`src/common/tac_params.svh`:
```
/*
  constants for the timer access contention block: register byte offsets,
  field positions, reset values and timing counts.
  assumes: included by bare name, 25 MHz core clock.
*/
`ifndef TAC_PARAMS_SVH
`define TAC_PARAMS_SVH

// register byte offsets
`define TAC_OFS_START     8'h00
`define TAC_OFS_FUNC      8'h04
`define TAC_OFS_LEVEL     8'h08
`define TAC_OFS_IOMODE    8'h0C
`define TAC_OFS_STAT0     8'h10
`define TAC_OFS_STAT1     8'h14
// channel windows: ch0 at 0x20, ch1 at 0x40, counter then four GRs
`define TAC_CH_WIN0       3'h1
`define TAC_CH_WIN1       3'h2
`define TAC_SUB_CNT       3'h0
`define TAC_SUB_GR_LO     3'h1
`define TAC_SUB_GR_HI     3'h4

// field positions and widths
`define TAC_OVF_BIT       4
`define TAC_STAT_W        5
`define TAC_CLR_A_BIT0    8
`define TAC_CLR_A_BIT1    9

// combination mode codes
`define TAC_MODE_NORMAL   2'h0
`define TAC_MODE_RSPWM    2'h2
`define TAC_MODE_CPWM     2'h3

// reset values and counter maximum
`define TAC_RST_LEVEL     8'h00
`define TAC_RST_WORD      16'h0000
`define TAC_CNT_MAX       16'hFFFF

// counter clock: one count per this many core cycles
`define TAC_PRESC_DIV     4
`define TAC_PRESC_LAST    3'h3

`endif

```
`src/common/tac_pkg.sv`:
```
/*
  types shared by the timer access contention block.
  assumes: nothing beyond a SystemVerilog compiler.
*/
package tac_pkg;
  typedef logic [15:0]        tac_word_t;
  typedef logic [3:0]         tac_nib_t;
  typedef logic [3:0][15:0]   tac_grs_t;
endpackage : tac_pkg

```
`src/common/tac_ch_if.sv`:
```
/*
  signals between the top level and one timer channel.
  assumes: top and channel share one clock and reset.
*/
interface tac_ch_if;
  logic              tick;
  logic              wr_cnt;
  tac_pkg::tac_nib_t wr_gr;
  logic              wr_lvl;
  tac_pkg::tac_word_t wdata;
  tac_pkg::tac_nib_t lvl;
  tac_pkg::tac_nib_t cap;
  tac_pkg::tac_nib_t cap_mode;
  logic              clr_on_a;
  tac_pkg::tac_word_t cnt;
  tac_pkg::tac_grs_t gr;
  tac_pkg::tac_nib_t evt;
  logic              ovf;
  tac_pkg::tac_nib_t pin;

  modport top (
    output tick, wr_cnt, wr_gr, wr_lvl, wdata, lvl, cap, cap_mode, clr_on_a,
    input  cnt, gr, evt, ovf, pin
  );
  modport ch (
    input  tick, wr_cnt, wr_gr, wr_lvl, wdata, lvl, cap, cap_mode, clr_on_a,
    output cnt, gr, evt, ovf, pin
  );
endinterface : tac_ch_if

```
`src/core/tac_channel.sv`:
```
/*
  one 16-bit timer channel: counter, four general match/capture registers,
  four output pins, and the contention priorities between cpu writes and
  counter events.
  assumes: writes arrive as one-cycle strobes on the access edge.
*/
`include "tac_params.svh"

module tac_channel (
  input  wire logic i_clk,
  input  wire logic i_rstn,
  tac_ch_if.ch      bus
);

  logic             clr;
  tac_pkg::tac_nib_t match;

  ////////////////////////////////////////////////////////////////////////
  // events
  always_comb begin
    for (int i = 0; i < 4; i++) begin
      match[i] = !bus.cap_mode[i] && bus.tick && (bus.cnt == bus.gr[i])
                 && !bus.wr_gr[i];
    end
  end

  assign bus.evt = match | (bus.cap & bus.cap_mode);
  assign clr     = bus.clr_on_a && bus.evt[0];
  // overflow flag still set when a cpu write takes the edge
  assign bus.ovf = bus.tick && (bus.cnt == `TAC_CNT_MAX) && !clr;

  ////////////////////////////////////////////////////////////////////////
  // counter: clear beats write, write beats increment
  always_ff @(posedge i_clk) begin
    if (!i_rstn) begin
      bus.cnt <= `TAC_RST_WORD;
    end else if (clr) begin
      bus.cnt <= `TAC_RST_WORD;
    end else if (bus.wr_cnt) begin
      bus.cnt <= bus.wdata;
    end else if (bus.tick) begin
      bus.cnt <= bus.cnt + 16'h0001;
    end
  end

  ////////////////////////////////////////////////////////////////////////
  // general registers: capture takes the pre-clear count, beats writes
  always_ff @(posedge i_clk) begin
    if (!i_rstn) begin
      bus.gr <= '0;
    end else begin
      for (int i = 0; i < 4; i++) begin
        if (bus.cap_mode[i] && bus.cap[i]) begin
          bus.gr[i] <= bus.cnt;
        end else if (bus.wr_gr[i]) begin
          bus.gr[i] <= bus.wdata;
        end
      end
    end
  end

  ////////////////////////////////////////////////////////////////////////
  // pins: level register write wins over a toggle on the same edge
  always_ff @(posedge i_clk) begin
    if (!i_rstn) begin
      bus.pin <= '0;
    end else if (bus.wr_lvl) begin
      bus.pin <= bus.lvl;
    end else begin
      bus.pin <= bus.pin ^ match;
    end
  end

endmodule : tac_channel

```
`src/core/tac_top.sv`:
```
/*
  two-channel 16-bit timer with cpu access contention handling,
  reached over apb with zero wait states.
  assumes: apb master on I_CORE_CLK, capture inputs asynchronous.
*/
// Notes on behaviour
// - counter clear beats cpu counter write
// - cpu counter write beats increment
// - gr write suppresses coincident compare match
// - write beats overflow increment, flag still set
// - read during capture returns old gr
// - capture clear beats increment
// - capture stores count from before clear
// - capture beats cpu gr write
// - no direct change between pwm modes
// - overflow flag at status bit 4
// - level bits set pins until match
// - match does not update level bits
// - level write beats coincident match toggle
// - flag clears only by zero after read-one
// - match fires on counter update edge
`include "tac_params.svh"

module tac_top (
  input  wire logic        I_CORE_CLK,
  input  wire logic        I_RSTN,
  input  wire logic        I_PSEL,
  input  wire logic        I_PENABLE,
  input  wire logic        I_PWRITE,
  input  wire logic [7:0]  I_PADDR,
  input  wire logic [31:0] I_PWDATA,
  input  wire logic [7:0]  I_CAP_IN,
  output logic [31:0]      O_PRDATA,
  output logic             O_PREADY,
  output logic             O_PSLVERR,
  output logic [7:0]       O_TIO_PIN
);

  ////////////////////////////////////////////////////////////////////////
  // declarations
  logic [1:0]  start_ff;
  logic [1:0]  mode_ff;
  logic [1:0]  nxt_mode;
  logic [7:0]  level_ff;
  logic [9:0]  iomode_ff;
  logic [2:0]  presc_ff;
  logic        presc_wrap;
  logic [7:0]  cap_s1_ff;
  logic [7:0]  cap_s2_ff;
  logic [7:0]  cap_s3_ff;
  logic [7:0]  cap_rise;
  logic [1:0][`TAC_STAT_W-1:0] stat_ff;
  logic [1:0][`TAC_STAT_W-1:0] arm_ff;
  logic [1:0][`TAC_STAT_W-1:0] stat_set;
  logic [31:0] prdata_ff;
  logic        pready_ff;
  logic        pslverr_ff;
  logic [31:0] rd_val;
  logic        rd_hit;
  logic        setup;
  logic        acc_wr;
  logic        acc_rd;
  logic [2:0]  win;
  logic [2:0]  sub;
  logic        sub_ok;
  logic [1:0]  ch_hit;
  // per-channel copies so the read mux indexes plain arrays, not instances
  tac_pkg::tac_word_t cnt_rd [2];
  tac_pkg::tac_grs_t  gr_rd [2];

  tac_ch_if chif [2] ();

  assign O_PRDATA  = prdata_ff;
  assign O_PREADY  = pready_ff;
  assign O_PSLVERR = pslverr_ff;

  ////////////////////////////////////////////////////////////////////////
  // apb phases: setup edge samples read data, access edge commits
  assign setup  = I_PSEL && !I_PENABLE;
  assign acc_wr = I_PSEL && I_PENABLE && pready_ff && I_PWRITE;
  assign acc_rd = I_PSEL && I_PENABLE && pready_ff && !I_PWRITE;
  assign win    = I_PADDR[7:5];
  assign sub    = I_PADDR[4:2];
  assign sub_ok = (I_PADDR[1:0] == 2'h0) && (sub <= `TAC_SUB_GR_HI);
  assign ch_hit[0] = sub_ok && (win == `TAC_CH_WIN0);
  assign ch_hit[1] = sub_ok && (win == `TAC_CH_WIN1);

  ////////////////////////////////////////////////////////////////////////
  // capture input synchronisers and rising edge detect
  always_ff @(posedge I_CORE_CLK) begin
    if (!I_RSTN) begin
      cap_s1_ff <= '0;
      cap_s2_ff <= '0;
      cap_s3_ff <= '0;
    end else begin
      cap_s1_ff <= I_CAP_IN;
      cap_s2_ff <= cap_s1_ff;
      cap_s3_ff <= cap_s2_ff;
    end
  end

  assign cap_rise = cap_s2_ff & ~cap_s3_ff;

  ////////////////////////////////////////////////////////////////////////
  // counter clock prescaler
  assign presc_wrap = (presc_ff == `TAC_PRESC_LAST);

  always_ff @(posedge I_CORE_CLK) begin
    if (!I_RSTN) begin
      presc_ff <= '0;
    end else if (presc_wrap) begin
      presc_ff <= '0;
    end else begin
      presc_ff <= presc_ff + 3'h1;
    end
  end

  ////////////////////////////////////////////////////////////////////////
  // channels
  generate
    for (genvar c = 0; c < 2; c++) begin : g_ch
      assign chif[c].tick     = start_ff[c] && presc_wrap;
      assign chif[c].wr_cnt   = acc_wr && ch_hit[c] && (sub == `TAC_SUB_CNT);
      assign chif[c].wdata    = I_PWDATA[15:0];
      assign chif[c].wr_lvl   = acc_wr && (I_PADDR == `TAC_OFS_LEVEL);
      assign chif[c].lvl      = I_PWDATA[4*c +: 4];
      assign chif[c].cap      = cap_rise[4*c +: 4];
      assign chif[c].cap_mode = iomode_ff[4*c +: 4];
      assign chif[c].clr_on_a = iomode_ff[`TAC_CLR_A_BIT0 + c];
      for (genvar g = 0; g < 4; g++) begin : g_gr
        assign chif[c].wr_gr[g] = acc_wr && ch_hit[c]
                                  && (sub == 3'(g + 1));
      end
      assign O_TIO_PIN[4*c +: 4] = chif[c].pin;
      assign stat_set[c] = {chif[c].ovf, chif[c].evt};
      assign cnt_rd[c]   = chif[c].cnt;
      assign gr_rd[c]    = chif[c].gr;

      tac_channel u_ch (
        .i_clk  (I_CORE_CLK),
        .i_rstn (I_RSTN),
        .bus    (chif[c].ch)
      );
    end
  endgenerate

  ////////////////////////////////////////////////////////////////////////
  // start bits
  always_ff @(posedge I_CORE_CLK) begin
    if (!I_RSTN) begin
      start_ff <= '0;
    end else if (acc_wr && (I_PADDR == `TAC_OFS_START)) begin
      start_ff <= I_PWDATA[1:0];
    end
  end

  ////////////////////////////////////////////////////////////////////////
  // combination mode: a direct pwm-to-pwm change is refused
  always_comb begin
    nxt_mode = I_PWDATA[1:0];
    if ((mode_ff != `TAC_MODE_NORMAL) && (nxt_mode != `TAC_MODE_NORMAL)
        && (nxt_mode != mode_ff)) begin
      nxt_mode = mode_ff;
    end
  end

  always_ff @(posedge I_CORE_CLK) begin
    if (!I_RSTN) begin
      mode_ff <= `TAC_MODE_NORMAL;
    end else if (acc_wr && (I_PADDR == `TAC_OFS_FUNC)) begin
      mode_ff <= nxt_mode;
    end
  end

  ////////////////////////////////////////////////////////////////////////
  // output level register: holds what software wrote, never the pins
  always_ff @(posedge I_CORE_CLK) begin
    if (!I_RSTN) begin
      level_ff <= `TAC_RST_LEVEL;
    end else if (acc_wr && (I_PADDR == `TAC_OFS_LEVEL)) begin
      level_ff <= I_PWDATA[7:0];
    end
  end

  ////////////////////////////////////////////////////////////////////////
  // capture/compare select and clear-on-a
  always_ff @(posedge I_CORE_CLK) begin
    if (!I_RSTN) begin
      iomode_ff <= '0;
    end else if (acc_wr && (I_PADDR == `TAC_OFS_IOMODE)) begin
      iomode_ff <= I_PWDATA[9:0];
    end
  end

  ////////////////////////////////////////////////////////////////////////
  // status flags: set wins; a zero clears only a bit seen as one
  always_ff @(posedge I_CORE_CLK) begin
    if (!I_RSTN) begin
      stat_ff <= '0;
      arm_ff  <= '0;
    end else begin
      for (int c = 0; c < 2; c++) begin
        if (acc_wr && (I_PADDR == (c == 0 ? `TAC_OFS_STAT0 : `TAC_OFS_STAT1)))
        begin
          stat_ff[c] <= (stat_ff[c] & ~(arm_ff[c] & ~I_PWDATA[4:0]))
                        | stat_set[c];
          arm_ff[c]  <= '0;
        end else begin
          stat_ff[c] <= stat_ff[c] | stat_set[c];
          if (acc_rd && (I_PADDR == (c == 0 ? `TAC_OFS_STAT0 : `TAC_OFS_STAT1)))
          begin
            arm_ff[c] <= prdata_ff[4:0];
          end
        end
      end
    end
  end

  ////////////////////////////////////////////////////////////////////////
  // read mux
  always_comb begin
    rd_val = '0;
    rd_hit = 1'b1;
    if (ch_hit[0] || ch_hit[1]) begin
      for (int c = 0; c < 2; c++) begin
        if (ch_hit[c]) begin
          if (sub == `TAC_SUB_CNT) begin
            rd_val[15:0] = cnt_rd[c];
          end else begin
            rd_val[15:0] = gr_rd[c][sub[1:0] - 2'h1];
          end
        end
      end
    end else begin
      unique case (I_PADDR)
        `TAC_OFS_START:  rd_val[1:0] = start_ff;
        `TAC_OFS_FUNC:   rd_val[1:0] = mode_ff;
        `TAC_OFS_LEVEL:  rd_val[7:0] = level_ff;
        `TAC_OFS_IOMODE: rd_val[9:0] = iomode_ff;
        `TAC_OFS_STAT0:  rd_val[4:0] = stat_ff[0];
        `TAC_OFS_STAT1:  rd_val[4:0] = stat_ff[1];
        default:         rd_hit = 1'b0;
      endcase
    end
  end

  ////////////////////////////////////////////////////////////////////////
  // apb answer: data taken at setup, before any capture on that edge
  always_ff @(posedge I_CORE_CLK) begin
    if (!I_RSTN) begin
      prdata_ff  <= '0;
      pready_ff  <= 1'b0;
      pslverr_ff <= 1'b0;
    end else begin
      pready_ff  <= setup;
      pslverr_ff <= setup && !rd_hit;
      if (setup && !I_PWRITE) begin
        prdata_ff <= rd_val;
      end
    end
  end

endmodule : tac_top

```
`config.mk`:
```
export PLATFORM = sky130hd
export DESIGN_NAME = tac_top
export DESIGN_NICKNAME = d
export VERILOG_FILES = /design/src/common/tac_pkg.sv /design/src/common/tac_ch_if.sv /design/src/core/tac_channel.sv /design/src/core/tac_top.sv
export VERILOG_INCLUDE_DIRS = /design/src /design/src/common
export SDC_FILE = /design/constraint.sdc
export NUM_CORES = 1
export LEC_CHECK = 0
export BUFFER_PORTS_ARGS = -buffer_cell sky130_fd_sc_hd__buf_2
export CELL_PAD_IN_SITES_DETAIL_PLACEMENT = 2
export CELL_PAD_IN_SITES_GLOBAL_PLACEMENT = 2
export CORE_UTILIZATION = 39
export CTS_CLUSTER_DIAMETER = 100
export DETAILED_ROUTE_END_ITERATION = 16
export PLACE_DENSITY_LB_ADDON = 0.1
export SLEW_MARGIN = 25
export SYNTH_ARGS = -nofsm -noshare
export SYNTH_HDL_FRONTEND = slang
export SYNTH_HIERARCHICAL = 1
export SYNTH_SLANG_ARGS = --single-unit
```
`constraint.sdc`:
```
create_clock -name I_CORE_CLK -period 4.2 [get_ports I_CORE_CLK]
set_input_delay 0.63 -clock I_CORE_CLK [delete_from_list [all_inputs] [get_ports I_CORE_CLK]]
set_output_delay 0.63 -clock I_CORE_CLK [all_outputs]
set_load 0.05 [all_outputs]
```
==> out/summary.md <==
The cell with the biggest individual delay on the critical path is nor4b_2. The routed length per placed instance is 27.0 µm, and the number of buffer and inverter stages on the critical path is 3. The register-to-register setup slack came out at 1240 ps.

The startpoint identified for the worst register-to-register timing path is g_ch[0].u_ch/bus.cnt[14]. After technology mapping, the gate count stands at 1,618. For the number of sinks on the clock net, the log shows 255. Of all nets on the critical path, the largest fanout is 12.

The library cell used most frequently in the layout, excluding fill and tap cells, is dfxtp_1. The area overhead of the layout relative to synthesis works out to 10.7%. The flow ran to the end, and the final reports show no timing, DRC or antenna violations.

The Yosys step of the flow raised 6 warnings. The post-detailed-route count of antenna-violating nets was 0; the largest net degree at the start of global routing was 87. The number of top-level design ports was 95.

For this run, the detailed router's first-pass iteration total came to 5. The type of element launching the critical path was an input port. The first global-routing pass estimated 85,800 µm of wire. The cell sitting at the root of the clock tree is a clkbuf_16. The HPWL after detailed placement is 39,400 µm. Setup repair after global routing left no endpoint under its margin. The floorplan has 71 rows. On the final layout, the worst hold slack is 282 ps. The die is 198 µm wide. The beginning of the critical path was I_PADDR[2].

The class of the worst hold path is input port to register. After synthesis, the share of flip-flops with an asynchronous set or reset is 0%. The run gives 29.8% as the all-layer global routing usage. The run gives 0 as the cts-stage hold buffer count. The final layout contains 1,679 nets.

The port buffer count is 62. The share of total power dissipated in sequential elements is 43.3%. Clock-pin slew was measured on the worst setup and hold paths at 60 ps. The tools report the initial antenna violation count as 2. The portion of the clock cycle consumed by the worst path in the final layout came out at 71.6%. In the synthesized netlist the dominant register cell turns out to be dfxtp_1. Across all setup checks in the final design, the least slack found is 1190 ps. The initial core utilization is 39.6%. Capturing element of the worst setup path: stat_ff[4]. For the worst setup path, the data arrival time is 3430 ps. The logs give 14,900 µm² for the area of the mapped netlist and 1.41 mW for the net switching power. The sequential cell area fraction in the yosys report came out at 34.2%.

The clock passes through at most 3 buffers. Net switching is 24.9% of the power. Across the whole layout, storage elements account for 5100 µm². Counting the fill cells in the layout gives 4,164. In the routed layout, each cell is associated on average with a via count of 5.89. IR analysis of the VDD net gives a maximum drop of 0.209 mV.

Timing would allow up to 333 MHz. The critical path goes through buf_2 > inv_1 > ha_1 > buf_4 > nand2b_1 > nand3_1 > nor2_2 > nor4b_2 > nand2_1 > o21ai_0 > a21oi_1 > nor3b_1 > a21oi_1. The floorplan step defined a die boundary enclosing 39,000 µm². The logs give 13,200 for the via count of the first global-routing pass and 0 for the number of remaining DRC errors. Dividing the synthesized area by the synthesized cell count gives 9.22 µm². The share of final-layout standard cells stronger than drive strength 1 is 12.9%, and the core area is 37,700 µm².

Clock skew on the completed layout was measured at 18.4 ps. The worst pin sits at a relative slew slack of 32.5%. The cell that appears most often on the critical path is a21oi_1. STA classifies the critical path endpoint as a register. Summed over all cells, the static leakage comes to 8.12 nW. The largest single stage delay on the critical path is 450 ps. For this block, the via count after detailed routing is 12,700. Total power for the finished layout comes to 5.64 mW. The tools report the required time of the worst setup path as 4620 ps. In this run, the combinational gates consume 5.5% of the power. The time the worst path needs with I/O delays and setup works out to 3010 ps.

Summing all multi-input logic gate instances after layout gives 9010 µm². By startpoint and endpoint, the worst setup path is classified as input port to register. Of the total power, the clock network draws 51.2%. From bottom edge to top edge, the die measures 198 µm. The synthesized design contains 0 enable-type register cells.

Adding up every negative setup slack in the final design gives 0 ps. The top cell types in the final layout, fill and taps aside, are 255 x dfxtp_1, 219 x nand2_1, 182 x mux2i_1, 128 x o211a_1, 86 x xor2_1. The number of different library cells used by synthesis comes to 67. Max-cap violations in this run came to 0. For the pin with the worst max-slew slack, the measured transition is 1010 ps.

Dividing total power by cell area gives a power density of 342 nW/µm². The H-tree was split into 2 levels. The tools report the violation count after the first detailed-route iteration as 663. The number of cells on the worst reg-to-reg path was 7. Summed over all layers, the routed wires come to 58,000 µm. The total of endpoints with negative setup slack in the final report was 0; the setup slack after placement was 680 ps. The count of final max-slew check failures was 0. The total count of hold-check failures in the final report was 0; the residual overflow from global routing was 0.

Post-CTS repair changed the size of 0 cells. Counting flops and latches in the post-synthesis netlist gives 255. The tools report the capturing point of the worst reg2reg path as stat_ff[4].

TritonCTS built the clock tree. The internal power summed over all cells was 4.23 mW. 0 antenna diodes ended up in the layout. The path length in cells of the critical path was 13; the insertion delay to the later sink of the worst-skew pair was 550 ps. The tools report the instance count after placement with tap cells included as 2,093. Once layout is complete, the cells apart from fillers number 2,151. The number of clock buffers added by TritonCTS is 34. In this run the post-CTS setup repair buffer count came out at 0. The congestion estimate from routability-driven global placement came to 0.871.

Kind of cell adding the most delay to the critical path: simple AND/OR/NAND/NOR gates.
-- metrics by stage --
stage          instance area, µm²  util (%)
2_1_floorplan               15000         -
3_3_place_gp                15400      41.0
3_5_place_dp                15400      41.0
4_1_cts                     16500      43.8
5_1_grt                     16500      43.8
6_report                    16500      43.8
-- sequential cells by signal (all words and copies together) (netlist names), 3 cells and up --
signal	cells
g_ch.u_ch/bus.gr	128
cap_s1_ff	8
cap_s2_ff	8
cap_s3_ff	8
O_PRDATA	16
presc_ff	3
arm_ff	10
stat_ff	10
g_ch.u_ch/bus.cnt	32
iomode_ff	10
level_ff	8
g_ch.u_ch/bus.pin	8
-- how the worst min path moves through the flow --
stage,start,end,cells past startpoint
6_report,I_CAP_IN[1],cap_s1_ff[1],2
5_1_grt,I_CAP_IN[3],cap_s1_ff[3],2
4_1_cts,I_CAP_IN[1],cap_s1_ff[1],2
3_5_place_dp,cap_s1_ff[4],cap_s2_ff[4],1
3_3_place_gp,presc_ff[0],presc_ff[0],1
2_1_floorplan,presc_ff[0],presc_ff[0],1
-- synthesized netlist by cell type, types with 30 or more instances --
cell type  count  share of area, %
nand4_1       32               1.3
xor2_1        86               5.1
a21oi_1       63               2.1
xnor2_1       72               4.2
o211a_1      128               8.6
dfxtp_1      255                34
mux2i_1      182                12
nand2_1      219               5.5
clkbuf_1      62               1.6
nor2_1        87               2.2
o21ai_0       38               1.3
nand3_1       49               1.6
buf_2         45               1.5
mux4_2        30               4.5
-- per-layer routing --
metal,vias up,share of wire (%),GRT usage (%)
li1,5729,-,-
met1,6547,46,40.0
met2,311,46,48.2
met3,86,5.4,5.31
met4,2,2.8,9.96
met5,-,0.022,0
-- power groups by stage --
stage | registers (mW) | logic, mW | clock network (mW)
after floorplan | 2.51 | 0.174 | 0
after global placement | 2.50 | 0.303 | 0
after detailed placement | 2.50 | 0.306 | 0
after CTS | 2.44 | 0.307 | 2.95
after global routing | 2.44 | 0.322 | 3.03
final | 2.44 | 0.308 | 2.89
-- cell families (layout without fill, tap and decap cells) --
family / Yosys count / count (layout) / share of synthesized area, %
AND/OR/NAND/NOR: 534 / 534 / 17.6
AO/OA/AOI/OAI: 278 / 278 / 15.0
flip-flops: 255 / 255 / 34.2
multiplexers: 214 / 214 / 17.1
buffers and inverters: 168 / 175 / 5.90
XOR/XNOR: 160 / 160 / 9.50
adder cells (fa/ha/maj): 8 / 8 / 0.671
other: 1 / 16 / 0.0251
-- layout make-up --
| type | count | area share, % |
|---|---|---|
| Clock buffer | 51 | 5.90 |
| Clock inverter | 7 | 0.629 |
| Inverter | 17 | 0.386 |
| Multi-Input combinational cell | 1210 | 54.6 |
| Sequential cell | 255 | 30.9 |
| Tap cell | 511 | 3.87 |
| Timing Repair Buffer | 100 | 3.72 |
No activity file was read; power rests on OpenSTA's default activity.
